==> config.mk <==
export PLATFORM = sky130hd
export DESIGN_NAME = scd_core_flat
export DESIGN_NICKNAME = d
export VERILOG_FILES = /design/src/include/scd_pkg.sv /design/src/include/scd_cop_if.sv /design/src/hdl/scd_core.sv /design/src/flat_wrapper.sv
export SDC_FILE = /design/constraint.sdc
export NUM_CORES = 1
export LEC_CHECK = 0
export BUFFER_PORTS_ARGS = -buffer_cell sky130_fd_sc_hd__buf_2
export CAP_MARGIN = 20
export CORE_ASPECT_RATIO = 1.2
export CORE_MARGIN = 10
export CORE_UTILIZATION = 51
export CTS_CLUSTER_SIZE = 25
export DETAILED_ROUTE_END_ITERATION = 8
export GPL_ROUTABILITY_DRIVEN = 0
export PLACE_DENSITY = 0.87
export RECOVER_POWER = 50
export SYNTH_ARGS = -nofsm -noshare
export SYNTH_HDL_FRONTEND = slang
export SYNTH_SLANG_ARGS = --single-unit
==> constraint.sdc <==
create_clock -name clock_in -period 3.38 [get_ports clock_in]
set_clock_uncertainty 0.15 [all_clocks]
set_input_delay 0.338 -clock clock_in [delete_from_list [all_inputs] [get_ports clock_in]]
set_output_delay 0.338 -clock clock_in [all_outputs]
set_load 0.005 [all_outputs]
==> src/include/scd_pkg.sv <==
package scd_pkg;
  // Instruction field positions
  localparam int COND_HI         = 31;
  localparam int COND_LO         = 28;
  localparam int CLASS_HI        = 27;
  localparam int CLASS_LO        = 24;
  localparam int OP_BIT          = 4;
  localparam int OPC_HI          = 23;
  localparam int OPC_LO          = 20;
  localparam int CRN_HI          = 19;
  localparam int CRN_LO          = 16;
  localparam int CRD_HI          = 15;
  localparam int CRD_LO          = 12;
  localparam int CPNUM_HI        = 11;
  localparam int CPNUM_LO        = 8;
  localparam int INFO_HI         = 7;
  localparam int INFO_LO         = 5;
  localparam int CRM_HI          = 3;
  localparam int CRM_LO          = 0;
  // Class codes in bits 27-24
  localparam logic [3:0] CLASS_SVC   = 4'hf;
  localparam logic [3:0] CLASS_COP   = 4'he;
  // Status word layout: flags in 31-28, mode in 1-0
  localparam logic [1:0] MODE_USER   = 2'h0;
  localparam logic [1:0] MODE_SVC    = 2'h3;
  localparam logic [31:0] SVC_VECTOR = 32'h0000_0008;
  localparam logic [31:0] RESET_PC   = 32'h0000_0000;
  localparam logic [31:0] WORD_STEP  = 32'h0000_0004;
  localparam logic [3:0] FLAGS_RESET = 4'h0;
  localparam int COP_REGS        = 16;
  // Condition codes
  localparam logic [3:0] CC_EQ = 4'h0;
  localparam logic [3:0] CC_NE = 4'h1;
  localparam logic [3:0] CC_CS = 4'h2;
  localparam logic [3:0] CC_CC = 4'h3;
  localparam logic [3:0] CC_MI = 4'h4;
  localparam logic [3:0] CC_PL = 4'h5;
  localparam logic [3:0] CC_VS = 4'h6;
  localparam logic [3:0] CC_VC = 4'h7;
  localparam logic [3:0] CC_HI = 4'h8;
  localparam logic [3:0] CC_LS = 4'h9;
  localparam logic [3:0] CC_GE = 4'ha;
  localparam logic [3:0] CC_LT = 4'hb;
  localparam logic [3:0] CC_GT = 4'hc;
  localparam logic [3:0] CC_LE = 4'hd;
  localparam logic [3:0] CC_AL = 4'he;
  // Flag order within 4-bit group: N Z C V
  function automatic logic scd_cond_true(input logic [3:0] cc,
                                         input logic [3:0] nzcv);
    logic n;
    logic z;
    logic c;
    logic v;
    n = nzcv[3];
    z = nzcv[2];
    c = nzcv[1];
    v = nzcv[0];
    case (cc)
      CC_EQ: scd_cond_true = z;
      CC_NE: scd_cond_true = !z;
      CC_CS: scd_cond_true = c;
      CC_CC: scd_cond_true = !c;
      CC_MI: scd_cond_true = n;
      CC_PL: scd_cond_true = !n;
      CC_VS: scd_cond_true = v;
      CC_VC: scd_cond_true = !v;
      CC_HI: scd_cond_true = c && !z;
      CC_LS: scd_cond_true = !c || z;
      CC_GE: scd_cond_true = n == v;
      CC_LT: scd_cond_true = n != v;
      CC_GT: scd_cond_true = !z && (n == v);
      CC_LE: scd_cond_true = z || (n != v);
      CC_AL: scd_cond_true = 1'b1;
      default: scd_cond_true = 1'b0;
    endcase
  endfunction
endpackage

==> src/include/scd_cop_if.sv <==
interface scd_cop_if;
  logic        issue;
  logic [31:0] instr;
  modport core
  (
    output issue,
    output instr
  );
  modport cop
  (
    input issue,
    input instr
  );
endinterface

==> src/hdl/scd_core.sv <==
// Summary of operation
// - Supervisor call enters supervisor mode
// - Fetch resumes at vector 0x08
// - Next-word PC and flags saved in link
// - Low 24 comment bits are ignored
// - Coprocessor op runs only if condition true
// - No result awaited; core never stalls
// - Core decodes only bit 4, bits 31-24
// - Only number field meaning is fixed
// - Coprocessor applies opcode to sources, writes dest
// - Register specifiers select one of sixteen
// - Supervisor call after cop op runs normally
// - Coprocessor may queue issued operations
module scd_core
  import scd_pkg::*;
(
  input  wire logic        clock_in,       // Core clock
  input  wire logic        nrst_in,        // Async reset, low
  input  wire logic        instr_valid_in, // Instruction present
  input  wire logic [31:0] instr_in,       // Instruction word
  input  wire logic [3:0]  flags_in,       // Flag load value
  input  wire logic        flags_load_in,  // Load flags strobe
  output logic             fetch_ready_out,// Accepting instructions
  output logic [31:0]      pc_out,         // Program counter
  output logic [1:0]       mode_out,       // Processor mode
  output logic [3:0]       flags_out,      // Current flags
  output logic [31:0]      link_out,       // Supervisor link register
  output logic             trap_out,       // Trap taken pulse
  output logic             undef_out,      // Undefined trap pulse
  scd_cop_if.core          cop             // Coprocessor side
);
  // ------------------------------------------------------------
  // State
  // ------------------------------------------------------------
  // Gray order along the usual kinds
  typedef enum logic [1:0] {
    SCD_KIND_NONE = 2'h0,
    SCD_KIND_SVC  = 2'h1,
    SCD_KIND_OP   = 2'h3,
    SCD_KIND_XFER = 2'h2
  } scd_kind_t;

  // One record holds every bit of core state
  typedef struct packed {
    logic        ready;
    logic [31:0] pc;
    logic [1:0]  mode;
    logic [3:0]  flags;
    logic [31:0] link;
    logic        trap;
    logic        undef;
    logic        issue;
    logic [31:0] cop_word;
  } scd_core_state_t;

  scd_core_state_t st_reg;
  scd_core_state_t st_next;

  logic [3:0]  cond_field;
  logic [3:0]  cls;
  logic        op_bit;
  logic        pass;
  scd_kind_t   kind;
  logic [31:0] pc_plus;
  logic [31:0] link_word;

  // ------------------------------------------------------------
  // Decode
  // ------------------------------------------------------------
  // Only top byte and bit 4
  assign cond_field = instr_in[COND_HI:COND_LO];
  assign cls        = instr_in[CLASS_HI:CLASS_LO];
  assign op_bit     = instr_in[OP_BIT];

  // Condition check on flags
  // Flags before this edge, so a same-edge load is not seen
  assign pass = scd_cond_true(cond_field, st_reg.flags);

  // ------------------------------------------------------------
  // Class select
  // ------------------------------------------------------------
  // A failed condition leaves the word as a plain pc advance
  always_comb
  begin
    kind = SCD_KIND_NONE;
    if (instr_valid_in && pass)
    begin
      case (cls)
        CLASS_SVC:
        begin
          kind = SCD_KIND_SVC;
        end
        CLASS_COP:
        begin
          if (op_bit)
          begin
            // Register transfers are outside this block
            kind = SCD_KIND_XFER;
          end
          else
          begin
            kind = SCD_KIND_OP;
          end
        end
        default:
        begin
          // Other classes belong to other decoders
          kind = SCD_KIND_NONE;
        end
      endcase
    end
  end

  // ------------------------------------------------------------
  // Return word
  // ------------------------------------------------------------
  // Next word, flags and mode
  // Word address is only 26 bits; the top nibble carries flags
  assign pc_plus   = st_reg.pc + WORD_STEP;
  assign link_word = {st_reg.flags, pc_plus[27:2], st_reg.mode};

  // ------------------------------------------------------------
  // Next state
  // ------------------------------------------------------------
  always_comb
  begin
    st_next       = st_reg;
    st_next.ready = 1'b1;
    st_next.trap  = 1'b0;
    st_next.undef = 1'b0;
    st_next.issue = 1'b0;
    if (flags_load_in)
    begin
      st_next.flags = flags_in;
    end
    if (instr_valid_in)
    begin
      // Skipped words still advance
      st_next.pc = pc_plus;
    end
    case (kind)
      SCD_KIND_SVC:
      begin
        // No look-back at the word before
        st_next.link = link_word;
        st_next.mode = MODE_SVC;
        st_next.pc   = SVC_VECTOR;
        st_next.trap = 1'b1;
      end
      SCD_KIND_OP:
      begin
        // Fire and forget, no wait state
        st_next.issue    = 1'b1;
        st_next.cop_word = instr_in;
      end
      SCD_KIND_XFER:
      begin
        // Transfer forms are flagged, not executed
        st_next.undef = 1'b1;
      end
      default:
      begin
        // Words outside this block only advance the pc
        st_next.undef = 1'b0;
      end
    endcase
  end

  // ------------------------------------------------------------
  // Registers
  // ------------------------------------------------------------
  // Leaves reset in supervisor mode with ready low
  always_ff @(posedge clock_in or negedge nrst_in)
  begin
    if (!nrst_in)
    begin
      st_reg       <= '0;
      st_reg.pc    <= RESET_PC;
      st_reg.mode  <= MODE_SVC;
      st_reg.flags <= FLAGS_RESET;
    end
    else
    begin
      st_reg <= st_next;
    end
  end

  // ------------------------------------------------------------
  // Outputs
  // ------------------------------------------------------------
  // Ready is a flop, so it rises one edge after reset
  assign fetch_ready_out = st_reg.ready;
  assign pc_out          = st_reg.pc;
  assign mode_out        = st_reg.mode;
  assign flags_out       = st_reg.flags;
  assign link_out        = st_reg.link;
  assign trap_out        = st_reg.trap;
  assign undef_out       = st_reg.undef;
  assign cop.issue       = st_reg.issue;
  assign cop.instr       = st_reg.cop_word;
endmodule

==> src/flat_wrapper.sv <==
// flat-port wrapper written by rule: the top's interface ports become plain ports
module scd_core_flat import scd_pkg::*;
  (clock_in, nrst_in, instr_valid_in, instr_in, flags_in, flags_load_in, fetch_ready_out, pc_out, mode_out, flags_out, link_out, trap_out, undef_out, cop_issue, cop_instr);
  scd_cop_if cop_i ();
  input  wire logic clock_in;
  input  wire logic nrst_in;
  input  wire logic instr_valid_in;
  input  wire logic [31:0] instr_in;
  input  wire logic [3:0] flags_in;
  input  wire logic flags_load_in;
  output logic fetch_ready_out;
  output logic [31:0] pc_out;
  output logic [1:0] mode_out;
  output logic [3:0] flags_out;
  output logic [31:0] link_out;
  output logic trap_out;
  output logic undef_out;
  output wire logic [$bits(cop_i.issue)-1:0] cop_issue;
  output wire logic [$bits(cop_i.instr)-1:0] cop_instr;
  assign cop_issue = cop_i.issue;
  assign cop_instr = cop_i.instr;
  scd_core u_core (.clock_in(clock_in), .nrst_in(nrst_in), .instr_valid_in(instr_valid_in), .instr_in(instr_in), .flags_in(flags_in), .flags_load_in(flags_load_in), .fetch_ready_out(fetch_ready_out), .pc_out(pc_out), .mode_out(mode_out), .flags_out(flags_out), .link_out(link_out), .trap_out(trap_out), .undef_out(undef_out), .cop(cop_i));
endmodule
==> results of run 1 <==
worst max-delay path by stage:
stage	start	to	slack, ns	cells after the start
global placement	instr_in[30]	u_core.link_out[16]	0.78	7
finish	u_core.flags_out[2]	u_core.link_out[16]	0.77	6
CTS	u_core.flags_out[2]	u_core.link_out[16]	0.76	6
global route	u_core.flags_out[0]	u_core.link_out[16]	0.62	6
floorplan	instr_in[31]	u_core.link_out[18]	0.94	8
detailed placement	instr_in[30]	u_core.link_out[16]	0.66	7
power by group:
group	internal, W	switching, W
logic	0.000253	0.000226
clock network	0.000406	0.000420
registers	0.00135	0.000127
per-layer routing:
layer	track usage [%]	routed length, um	vias up
li1	-	-	1628
met4	5.91	136	0
met1	18.3	4380	1735
met3	6.38	1140	10
met5	0	0	-
met2	27.0	5590	137
metrics by stage:
stage	util (%)	total power, W	hold slack, ns	instances	worst slack [ns]
after global placement	61.3	0.00198	0.283	644	0.776
after detailed placement	61.3	0.00201	0.300	644	0.658
after global routing	63.3	0.00293	0.0441	661	0.621
after CTS	63.8	0.00284	0.0340	661	0.763
after floorplan	-	0.00175	-0.108	401	0.936
final	63.3	0.00278	0.0462	661	0.766
sequential cells by signal, indices dropped and copies added, names as in the netlist:
signal and count:
u_core.flags_out 4, u_core.cop.instr 32, u_core.undef_out 1, u_core.link_out 31, u_core.pc_out 30, u_core.fetch_ready_out 1
u_core.cop.issue 1, u_core.trap_out 1
cell families (layout without fill, tap and decap cells):
logic type,count (synthesis),count (layout),synth area share (%)
AO/OA/AOI/OAI,11,11,2.10
multiplexers,65,65,16.6
other,2,5,0.157
buffers and inverters,34,174,3.86
adder cells (fa/ha/maj),1,1,0.262
XOR/XNOR,53,53,9.73
AND/OR/NAND/NOR,131,131,14.3
flip-flops,101,101,53.0
critical path, cell delays in order, from the launching register on:
cell and delay, ns:
dfrtp_1 0.45, and3b_1 0.21, a2bb2oi_1 0.20, mux2i_1 0.43, o211ai_4 0.13, inv_4 0.49
mux2_2 0.41
synth_stat cells, types with 2 or more instances:
master | n | area, um^2
and2_1 | 5 | 31.3
and4_1 | 3 | 26.3
buf_1 | 2 | 7.51
buf_2 | 4 | 20.0
buf_4 | 5 | 37.5
buf_6 | 4 | 45.0
clkbuf_1 | 13 | 48.8
conb_1 | 2 | 7.51
dfrtp_1 | 101 | 2530
inv_1 | 5 | 18.8
mux2_2 | 42 | 473
mux2_4 | 18 | 270
mux2i_1 | 5 | 50.1
nand2_1 | 19 | 71.3
nand2b_1 | 9 | 56.3
nand3_1 | 20 | 100
nand4_1 | 18 | 113
nor2_1 | 35 | 131
nor2b_1 | 3 | 18.8
nor3_1 | 3 | 15.0
nor4_1 | 7 | 43.8
o21ai_0 | 2 | 10.0
or3_1 | 3 | 18.8
xnor2_1 | 24 | 210
xor2_1 | 29 | 254
what timing repair did:
action                                  4_1_cts  5_1_grt
hold buffers                                  1        0
hold endpoints to repair                    101        0
endpoints found under the setup margin        0        0
final cells by class:
| type | count | area share, % |
|---|---|---|
| Timing Repair Buffer | 152 | 13.1 |
| Tap cell | 120 | 2.61 |
| Clock buffer | 12 | 2.87 |
| Clock inverter | 4 | 0.958 |
| Inverter | 6 | 0.436 |
| Multi-Input combinational cell | 266 | 36.0 |
| Sequential cell | 101 | 44.0 |
==> summary.txt, run 1 <==
Clock network
  • Clk sink count: 101
  • Root Driver: clkbuf_8
  • H-Tree Depth: 3
  • CTS buffer count: 9
  • Worst-skew pair later-pin latency: 0.37 ns
  • CTS max path bufs: 2
  • Post-CTS Setup Bufs: 0
  • CTS tree: yes
  • Post-CTS Resized: 0
  • CTS clock-pin slew for the worst setup and hold paths: 0.09 ns

Min path
  • WHS Path Cells: 2
  • Worst hold path class: in -> reg
  • Min-delay src: instr_in[24]
  • Worst hold path endpoint: u_core.undef_out

Detailed routing
  • Vias: 3510
  • Avg Vias per Cell: 5.31
  • Wire per inst: 17.0 um
  • # DRC: 0
  • Post-route antenna net violation count: 0
  • First-pass DRT Iterations: 4
  • Total Wirelength: 11200 um
  • Initial DRC Count: 111

Floorplan
  • Die X-Extent: 108 um
  • Die H: 126 um
  • I/O pin total: 146
  • Core area: 0.00908 mm^2
  • Initial Util: 52.5%
  • Die area: 0.0136 mm^2
  • FP Rows: 38

Timing
  • Max Slew Vio Count: 0
  • Max transition margin: 57.2%
  • Final setup viols: 0
  • RSZ-0062 raised after global routing: no
  • Final Hold Fails: 0
  • Setup TNS: 0 ns
  • Period utilization: 77.3%
  • F_max: 383 MHz
  • Final min period: 2.61 ns
  • Slew @ Worst Pin: 0.643 ns

GRT
  • Initial antenna violation count: 0
  • Total gr overflow: 0
  • Vias in the first global route: 3710
  • Largest net degree at the start of global routing: 102
  • First-pass GRT wire length: 18200 um
  • Total GRT Usage: 16.2%

Logic synthesis
  • Number of synthesized flops with an enable pin: 0
  • Register area share after synthesis: 53.0%
  • Synth Area per Inst: 12.0 um^2
  • Prevailing post-synth register cell: dfrtp_1
  • Synth Register Bits: 101
  • Ys Warns: 0
  • Post-Syn Area: 0.00477 mm^2
  • Asr flop ratio synth: 100%
  • Syn Inst Count: 398
  • Post-synth cell types: 42

Pwr
  • Static leakage: 2.89 nW
  • Maximum VDD drop: 301 uV
  • Power per cell area: 484 mW/mm^2

Worst setup path
  • Critical Path Start Type: flop
  • RR Startpoint: u_core.flags_out[2]
  • R2R setup slack: 0.77 ns
  • Worst Reg-to-Reg Cells: 6
  • CP required: 3.48 ns
  • Critical path endpoint category: flop
  • Setup CP Type: reg -> reg
  • Max Fanout on Critical Path: 49
  • Worst Path Arrival: 2.71 ns
  • FF-to-FF End: u_core.link_out[16]

Finish
  • Area delta synth->final: 20.5%
  • Layout Nets: 577
  • Fill count: 730
  • Finished Cell Area: 0.00575 mm^2
  • Multi-input logic area: 0.00207 mm^2
  • Commonest cells after routing, fill and taps aside: buf_2 (101), dfrtp_1 (101), mux2_2 (42)
  • Share of post-route cells with drive strength above 1: 35.5%
  • N_diodes: 0
  • FF/Latch Area: 0.00253 mm^2

Flow run
  • Max-Cap Viols: 0

Outcome
  • Outcome: finished clean

Placed design
  • Cell Area, Placed: 0.00557 mm^2
  • HPWL Detailed: 8420 um
  • PortBufs: 141
Power figures use the tool's default switching activity.
==> inputs of run 2 (changes only) <==
==> constraint.sdc (replaced) <==
create_clock -name clock_in -period 2.5 [get_ports clock_in]
set_clock_uncertainty 0.15 [all_clocks]
set_input_delay 0.25 -clock clock_in [delete_from_list [all_inputs] [get_ports clock_in]]
set_output_delay 0.25 -clock clock_in [all_outputs]
set_load 0.005 [all_outputs]
==> run 2 against run 1 <==
Effect of this change:
- global-route usage rose by 1.6 points
- critical endpoint is now u_core.cop.instr[13]
- clock power rose by 28%
- count of clock-buffer cells in the layout fell by 1
- largest cell class unchanged
- sequential share of layout area fell by 2.8 points
- register-to-register slack got worse by 0.72 ns
- largest power group unchanged
==> summary.txt, run 2 (synthesis results as in run 1) <==
Detailed routing
  • Total Wirelength: 12100 um (+8.0%)
  • # DRC: 0 (unchanged)
  • Wire per inst: 17.3 um (+2.0%)
  • Vias: 3622 (+3.2%)
  • First-pass DRT Iterations: 4 (unchanged)
  • Avg Vias per Cell: 5.17 (-2.6%)
  • Post-route antenna net violation count: 0 (unchanged)
  • Initial DRC Count: 80 (-28%)

Worst setup path
  • Slowest stage delay, CP: 0.46 ns (-0.03 ns)
  • R2R setup slack: 0.05 ns (-0.72 ns)
  • Crit path capture: u_core.cop.instr[13]
  • Setup CP Type: reg -> reg
  • Worst Path Arrival: 2.55 ns (-0.16 ns)
  • Worst Reg-to-Reg Cells: 6 (unchanged)
  • Crit. Startpoint: u_core.flags_out[3]
  • CP max-delay cell: dfrtp_2
  • Critical path endpoint category: flop
  • Critical Path Start Type: flop
  • CP required: 2.60 ns (-0.88 ns)
  • Max Fanout on Critical Path: 17 (-65%)
  • Crit-path cells: xnor2_2, a211o_1, a221o_2, o211ai_4, buf_12, mux2_2
  • RR Startpoint: u_core.flags_out[3]
  • FF-to-FF End: u_core.cop.instr[13]

Floorplan
  • Initial Util: 52.5% (unchanged)
  • Core area: 0.00908 mm^2 (unchanged)
  • Die X-Extent: 108 um (unchanged)
  • I/O pin total: 146 (unchanged)
  • Die H: 126 um (unchanged)
  • FP Rows: 38 (unchanged)
  • Die area: 0.0136 mm^2 (unchanged)

Pwr
  • Sw frac: 28.6% (+0.82 points)
  • Psw: 0.00108 W (+40%)
  • Total power: 0.00378 W (+36%)
  • Static leakage: 2.97 nW (+2.7%)
  • Maximum VDD drop: 432 uV (+44%)
  • Clk pwr share: 28.0% (-1.7 points)
  • Internal power: 0.00270 W (+34%)
  • Combinational power share: 18.7% (+1.5 points)
  • Flop pwr share: 53.3% (+0.2 points)
  • Power per cell area: 614 mW/mm^2 (+27%)

Outcome
  • Outcome: finished clean

Placed design
  • Cell Area, Placed: 0.00565 mm^2 (+1.5%)
  • Pre-CTS WS: 0.0954 ns (-0.563 ns)
  • HPWL Detailed: 8690 um (+3.3%)
  • PortBufs: 141 (unchanged)

GRT
  • First-pass GRT wire length: 19700 um (+8.4%)
  • Total gr overflow: 0 (unchanged)
  • Initial antenna violation count: 0 (unchanged)
  • Vias in the first global route: 3958 (+6.7%)
  • Largest net degree at the start of global routing: 54 (-47%)
  • Total GRT Usage: 17.8% (+1.6 points)

Clock network
  • Clk sink count: 101 (unchanged)
  • H-Tree Depth: 3 (unchanged)
  • CTS buffer count: 9 (unchanged)
  • CTS tree: yes
  • Root Driver: clkbuf_8
  • Worst-skew pair later-pin latency: 0.37 ns (about the same)
  • CTS max path bufs: 2 (unchanged)
  • CTS clock-pin slew for the worst setup and hold paths: 0.09 ns (about the same)

Finish
  • Most common cell after layout, fill and taps aside: dfrtp_1
  • Layout Nets: 616 (+6.8%)
  • Finished Cell Area: 0.00615 mm^2 (+7.0%)
  • Share of post-route cells with drive strength above 1: 30.9% (-4.6 points)
  • Fill count: 699 (-4.2%)
  • Area delta synth->final: 28.9%
  • Max FFs per register: 32 (unchanged)
  • N_diodes: 0 (unchanged)
  • Commonest cells after routing, fill and taps aside: dfrtp_1 (99), buf_2 (72), clkbuf_1 (69)

Timing
  • Final setup viols: 0 (unchanged)
  • RSZ-0062 raised after global routing: yes
  • Final Hold Fails: 0 (unchanged)
  • Final min period: 2.45 ns (-0.163 ns)
  • Setup TNS: 0 ns (unchanged)
  • Max Slew Vio Count: 0 (unchanged)
  • Slew @ Worst Pin: 1.24 ns (+0.599 ns)
  • Fin Hold WS: 0.0359 ns (-0.0103 ns)
  • Max transition margin: 17.2% (-40 points)
  • F_max: 408 MHz (+6.6%)
  • Period utilization: 98.1% (+21 points)
  • Final WS setup: 0.0484 ns (-0.717 ns)

Min path
  • WHS Path Cells: 2 (unchanged)
  • Worst hold path class: in -> reg

Flow run
  • Max-Cap Viols: 0 (unchanged)
[run 2: cell types whose count changed in the layout (fill, tap and decap cells not counted), sizes merged]
cell | previous run | this run
clkbuf | 52 | 81
dlygate4sd3 | 1 | 30
buf | 111 | 91
clkinv | 2 | 3
[run 2: stage by stage]
stage | instances | utilization [%]
6_report | 700 | 67.7
5_1_grt | 700 | 67.7
4_1_cts | 696 | 67.7
3_5_place_dp | 650 | 62.2
3_3_place_gp | 650 | 62.2
2_1_floorplan | 401 | -
[run 2: worst max-delay path, delay by kind of cell (launching register included)]
family                    cells  cell delay, ns
AOI/OAI and AO/OA             3            1.01
xor gates and xnor gates      1            0.16
buffers and inverters         1            0.20
DFF                           1            0.46
muxes                         1            0.35
[run 2: per-layer routing]
| metal | vias up | share of wire, % | global-route usage [%] |
|---|---|---|---|
| met4 | 0 | 1.4 | 6.68 |
| li1 | 1709 | - | - |
| met1 | 1794 | 39 | 19.9 |
| met3 | 13 | 8.3 | 6.53 |
| met5 | - | 0 | 0 |
| met2 | 106 | 51 | 30.0 |
[run 2: power by group through the flow]
stage,clock [W],combinational (W),sequential (W)
3_5_place_dp,0,0.000704,0.00203
5_1_grt,0.00115,0.000795,0.00204
6_report,0.00106,0.000708,0.00201
4_1_cts,0.00108,0.000741,0.00200
2_1_floorplan,0,0.000361,0.00200
3_3_place_gp,0,0.000676,0.00201
[run 2: how the worst min path moves through the flow]
stage,from,slack [ns],end
2_1_floorplan,nrst_in,-0.20,u_core.cop.instr[0]
3_3_place_gp,nrst_in,0.15,u_core.link_out[6]
3_5_place_dp,nrst_in,0.16,u_core.link_out[6]
4_1_cts,flags_load_in,0.02,u_core.flags_out[2]
5_1_grt,flags_load_in,0.03,u_core.flags_out[0]
6_report,flags_load_in,0.04,u_core.flags_out[2]
[run 2: repair_timing]
item | in CTS | in global routing
resized for setup | 0 | 9
endpoints found under the hold margin | 76 | 0
buffers inserted | 0 | 2
hold buffers | 30 | 0
endpoints found under the setup margin | 0 | 32
[run 2: cell type report]
cell class	count	area, um^2	share of cell area [%]
Clock buffer	11	141	2.30
Clock inverter	5	60.1	0.977
Inverter	6	25.0	0.407
Multi-Input combinational cell	266	2100	34.1
Sequential cell	101	2530	41.1
Tap cell	120	150	2.44
Timing Repair Buffer	191	1140	18.6
==> inputs of run 3 (changes only) <==
--- a/config.mk
+++ b/config.mk
@@ -13,6 +13,7 @@
 export CTS_CLUSTER_SIZE = 25
 export DETAILED_ROUTE_END_ITERATION = 8
 export GPL_ROUTABILITY_DRIVEN = 0
+export HOLD_SLACK_MARGIN = 0.05
 export PLACE_DENSITY = 0.87
 export RECOVER_POWER = 50
 export SYNTH_ARGS = -nofsm -noshare
==> run 3 against run 2 <==
Effect of this change:
- clock power hardly changed
- cell area is 2.0% higher
- core utilization is 1.4 points higher
- power is 0.32% higher
- hold slack better by 0.029 ns
- die area stayed put
- routed wire length is 1.8% higher
- via count is 1.4% higher
- count of clock-buffer cells in the layout stayed put
- non-clock buffer count is 10 higher
- sequential cell count stayed put
- setup slack better by 0.022 ns
- critical path type unchanged
- largest power group unchanged
==> summary.txt, run 3 (synthesis results as in run 1) <==
Pwr
  • Internal power: 0.00271 W (+0.37%)
  • Clk pwr share: 27.9% (about the same)
  • Maximum VDD drop: 438 uV (+1.3%)
  • Psw: 0.00108 W (+0.20%)
  • Sw frac: 28.6% (-0.035 points)
  • Combinational power share: 19.0% (+0.3 points)
  • Static leakage: 3.02 nW (+1.6%)
  • Total power: 0.00379 W (+0.32%)
  • Power per cell area: 604 mW/mm^2 (-1.7%)
  • Flop pwr share: 53.1% (-0.2 points)

Timing
  • Fin Hold WS: 0.0647 ns (+0.0288 ns)
  • F_max: 412 MHz (+0.89%)
  • Period utilization: 97.2% (-0.87 points)
  • Final Hold Fails: 0 (unchanged)
  • Max Slew Vio Count: 0 (unchanged)
  • Final setup viols: 0 (unchanged)
  • Final WS setup: 0.0701 ns (+0.0217 ns)
  • Max transition margin: 17.2% (about the same)
  • Final min period: 2.43 ns (-0.0217 ns)
  • Slew @ Worst Pin: 1.24 ns (+0.0000108 ns)

Finish
  • Final core occ: 69.1% (+1.4 points)
  • Most common cell after layout, fill and taps aside: dfrtp_1
  • Area delta synth->final: 31.5%
  • Share of post-route cells with drive strength above 1: 31.0% (+0.15 points)
  • Max FFs per register: 32 (unchanged)
  • Commonest cells after routing, fill and taps aside: dfrtp_1 (98), clkbuf_1 (72), buf_2 (69)
  • Final std cells w/o fill: 711 (+1.6%)
  • Layout Nets: 626 (+1.6%)

Clock network
  • H-Tree Depth: 3 (unchanged)
  • Root Driver: clkbuf_8
  • CTS clock-pin slew for the worst setup and hold paths: 0.09 ns (about the same)
  • CTS tree: yes
  • CTS buffer count: 9 (unchanged)
  • Clk sink count: 101 (unchanged)
  • CTS max path bufs: 2 (unchanged)
  • Worst-skew pair later-pin latency: 0.37 ns (about the same)

Floorplan
  • I/O pin total: 146 (unchanged)
  • Die X-Extent: 108 um (unchanged)
  • Initial Util: 52.5% (unchanged)
  • FP Rows: 38 (unchanged)
  • Die H: 126 um (unchanged)
  • Core area: 0.00908 mm^2 (unchanged)
  • Die area: 0.0136 mm^2 (unchanged)

Worst setup path
  • Worst Path Arrival: 2.53 ns (-0.02 ns)
  • Critical path endpoint category: flop
  • CP required: 2.60 ns (about the same)
  • Setup CP Type: reg -> reg
  • Critical Path Start Type: flop
  • Max Fanout on Critical Path: 8 (-9)

Placed design
  • DP Cell Count: 650 (unchanged)
  • PortBufs: 141 (unchanged)
  • Pre-CTS WS: 0.0954 ns (unchanged)
  • HPWL Detailed: 8690 um (unchanged)

GRT
  • Vias in the first global route: 3987 (+0.73%)
  • Total gr overflow: 0 (unchanged)
  • Largest net degree at the start of global routing: 54 (unchanged)
  • Total GRT Usage: 17.9% (+0.095 points)
  • Initial antenna violation count: 1 (+1)
  • First-pass GRT wire length: 19800 um (+0.56%)

Detailed routing
  • Vias: 3673 (+1.4%)
  • First-pass DRT Iterations: 4 (unchanged)
  • Initial DRC Count: 83 (+3.8%)
  • Wire per inst: 17.4 um (+0.23%)
  • # DRC: 0 (unchanged)
  • Avg Vias per Cell: 5.17 (-0.16%)
  • Post-route antenna net violation count: 0 (unchanged)
  • Total Wirelength: 12400 um (+1.8%)

Min path
  • Worst hold path class: in -> reg

Flow run
  • Max-Cap Viols: 0 (unchanged)

Outcome
  • Outcome: finished clean
-- run 3: metal layers --
metal	vias to the layer above	wire, um	track usage (%)
met1	1804	4810	20.0
met2	117	6250	30.0
met3	19	1050	6.53
met5	-	0	0
li1	1733	-	-
met4	0	254	7.07
-- run 3: metrics by stage --
stage,TNS (ns),instance area (um^2)
after CTS,0,6190
after floorplan,0,4780
final,0,6270
after global routing,-0.264,6270
after detailed placement,0,5650
after global placement,0,5650
-- run 3: worst paths after layout --
kind	startpoint	to	slack [ns]	depth (start not counted)
worst max-delay path	u_core.flags_out[3]	u_core.cop.instr[11]	0.07	7
worst min-delay path	instr_in[29]	u_core.cop.instr[29]	0.06	2
worst max register to register	u_core.flags_out[3]	u_core.cop.instr[11]	0.07	7
worst min register to register	u_core.cop.instr[27]	u_core.cop.instr[27]	0.33	1
max in group asynchronous	nrst_in	u_core.flags_out[0]	0.80	3
min in group asynchronous	nrst_in	u_core.link_out[6]	0.53	2
-- run 3: area by class of cell --
type                    count  area (um^2)
multi-input cells         266         2100
clock inverters             5         60.1
inverters                   6         25.0
diodes                      1         2.50
repair buffers            201         1270
well taps                 120          150
flip-flops and latches    101         2530
clock buffers              11          141
fillers                   689         2810
-- run 3: power by group through the flow --
stage / Sequential, W / Clock [W] / Combinational [W]
floorplan: 0.00200 / 0 / 0.000361
global placement: 0.00201 / 0 / 0.000676
detailed placement: 0.00203 / 0 / 0.000704
CTS: 0.00200 / 0.00108 / 0.000750
global route: 0.00204 / 0.00115 / 0.000810
finish: 0.00201 / 0.00106 / 0.000720
-- run 3: what timing repair did --
item,CTS,global route
hold buffers,34,0
endpoints found under the setup margin,0,36
hold endpoints to repair,76,0
gates resized for setup,0,11
buffers inserted,0,6
-- run 3: critical path: stages, from the launching register on --
cell	delay, ns
dfrtp_2	0.46
xnor2_2	0.17
a211o_1	0.27
a221o_2	0.42
o211ai_4	0.22
buf_6	0.15
clkbuf_16	0.15
mux2_2	0.33
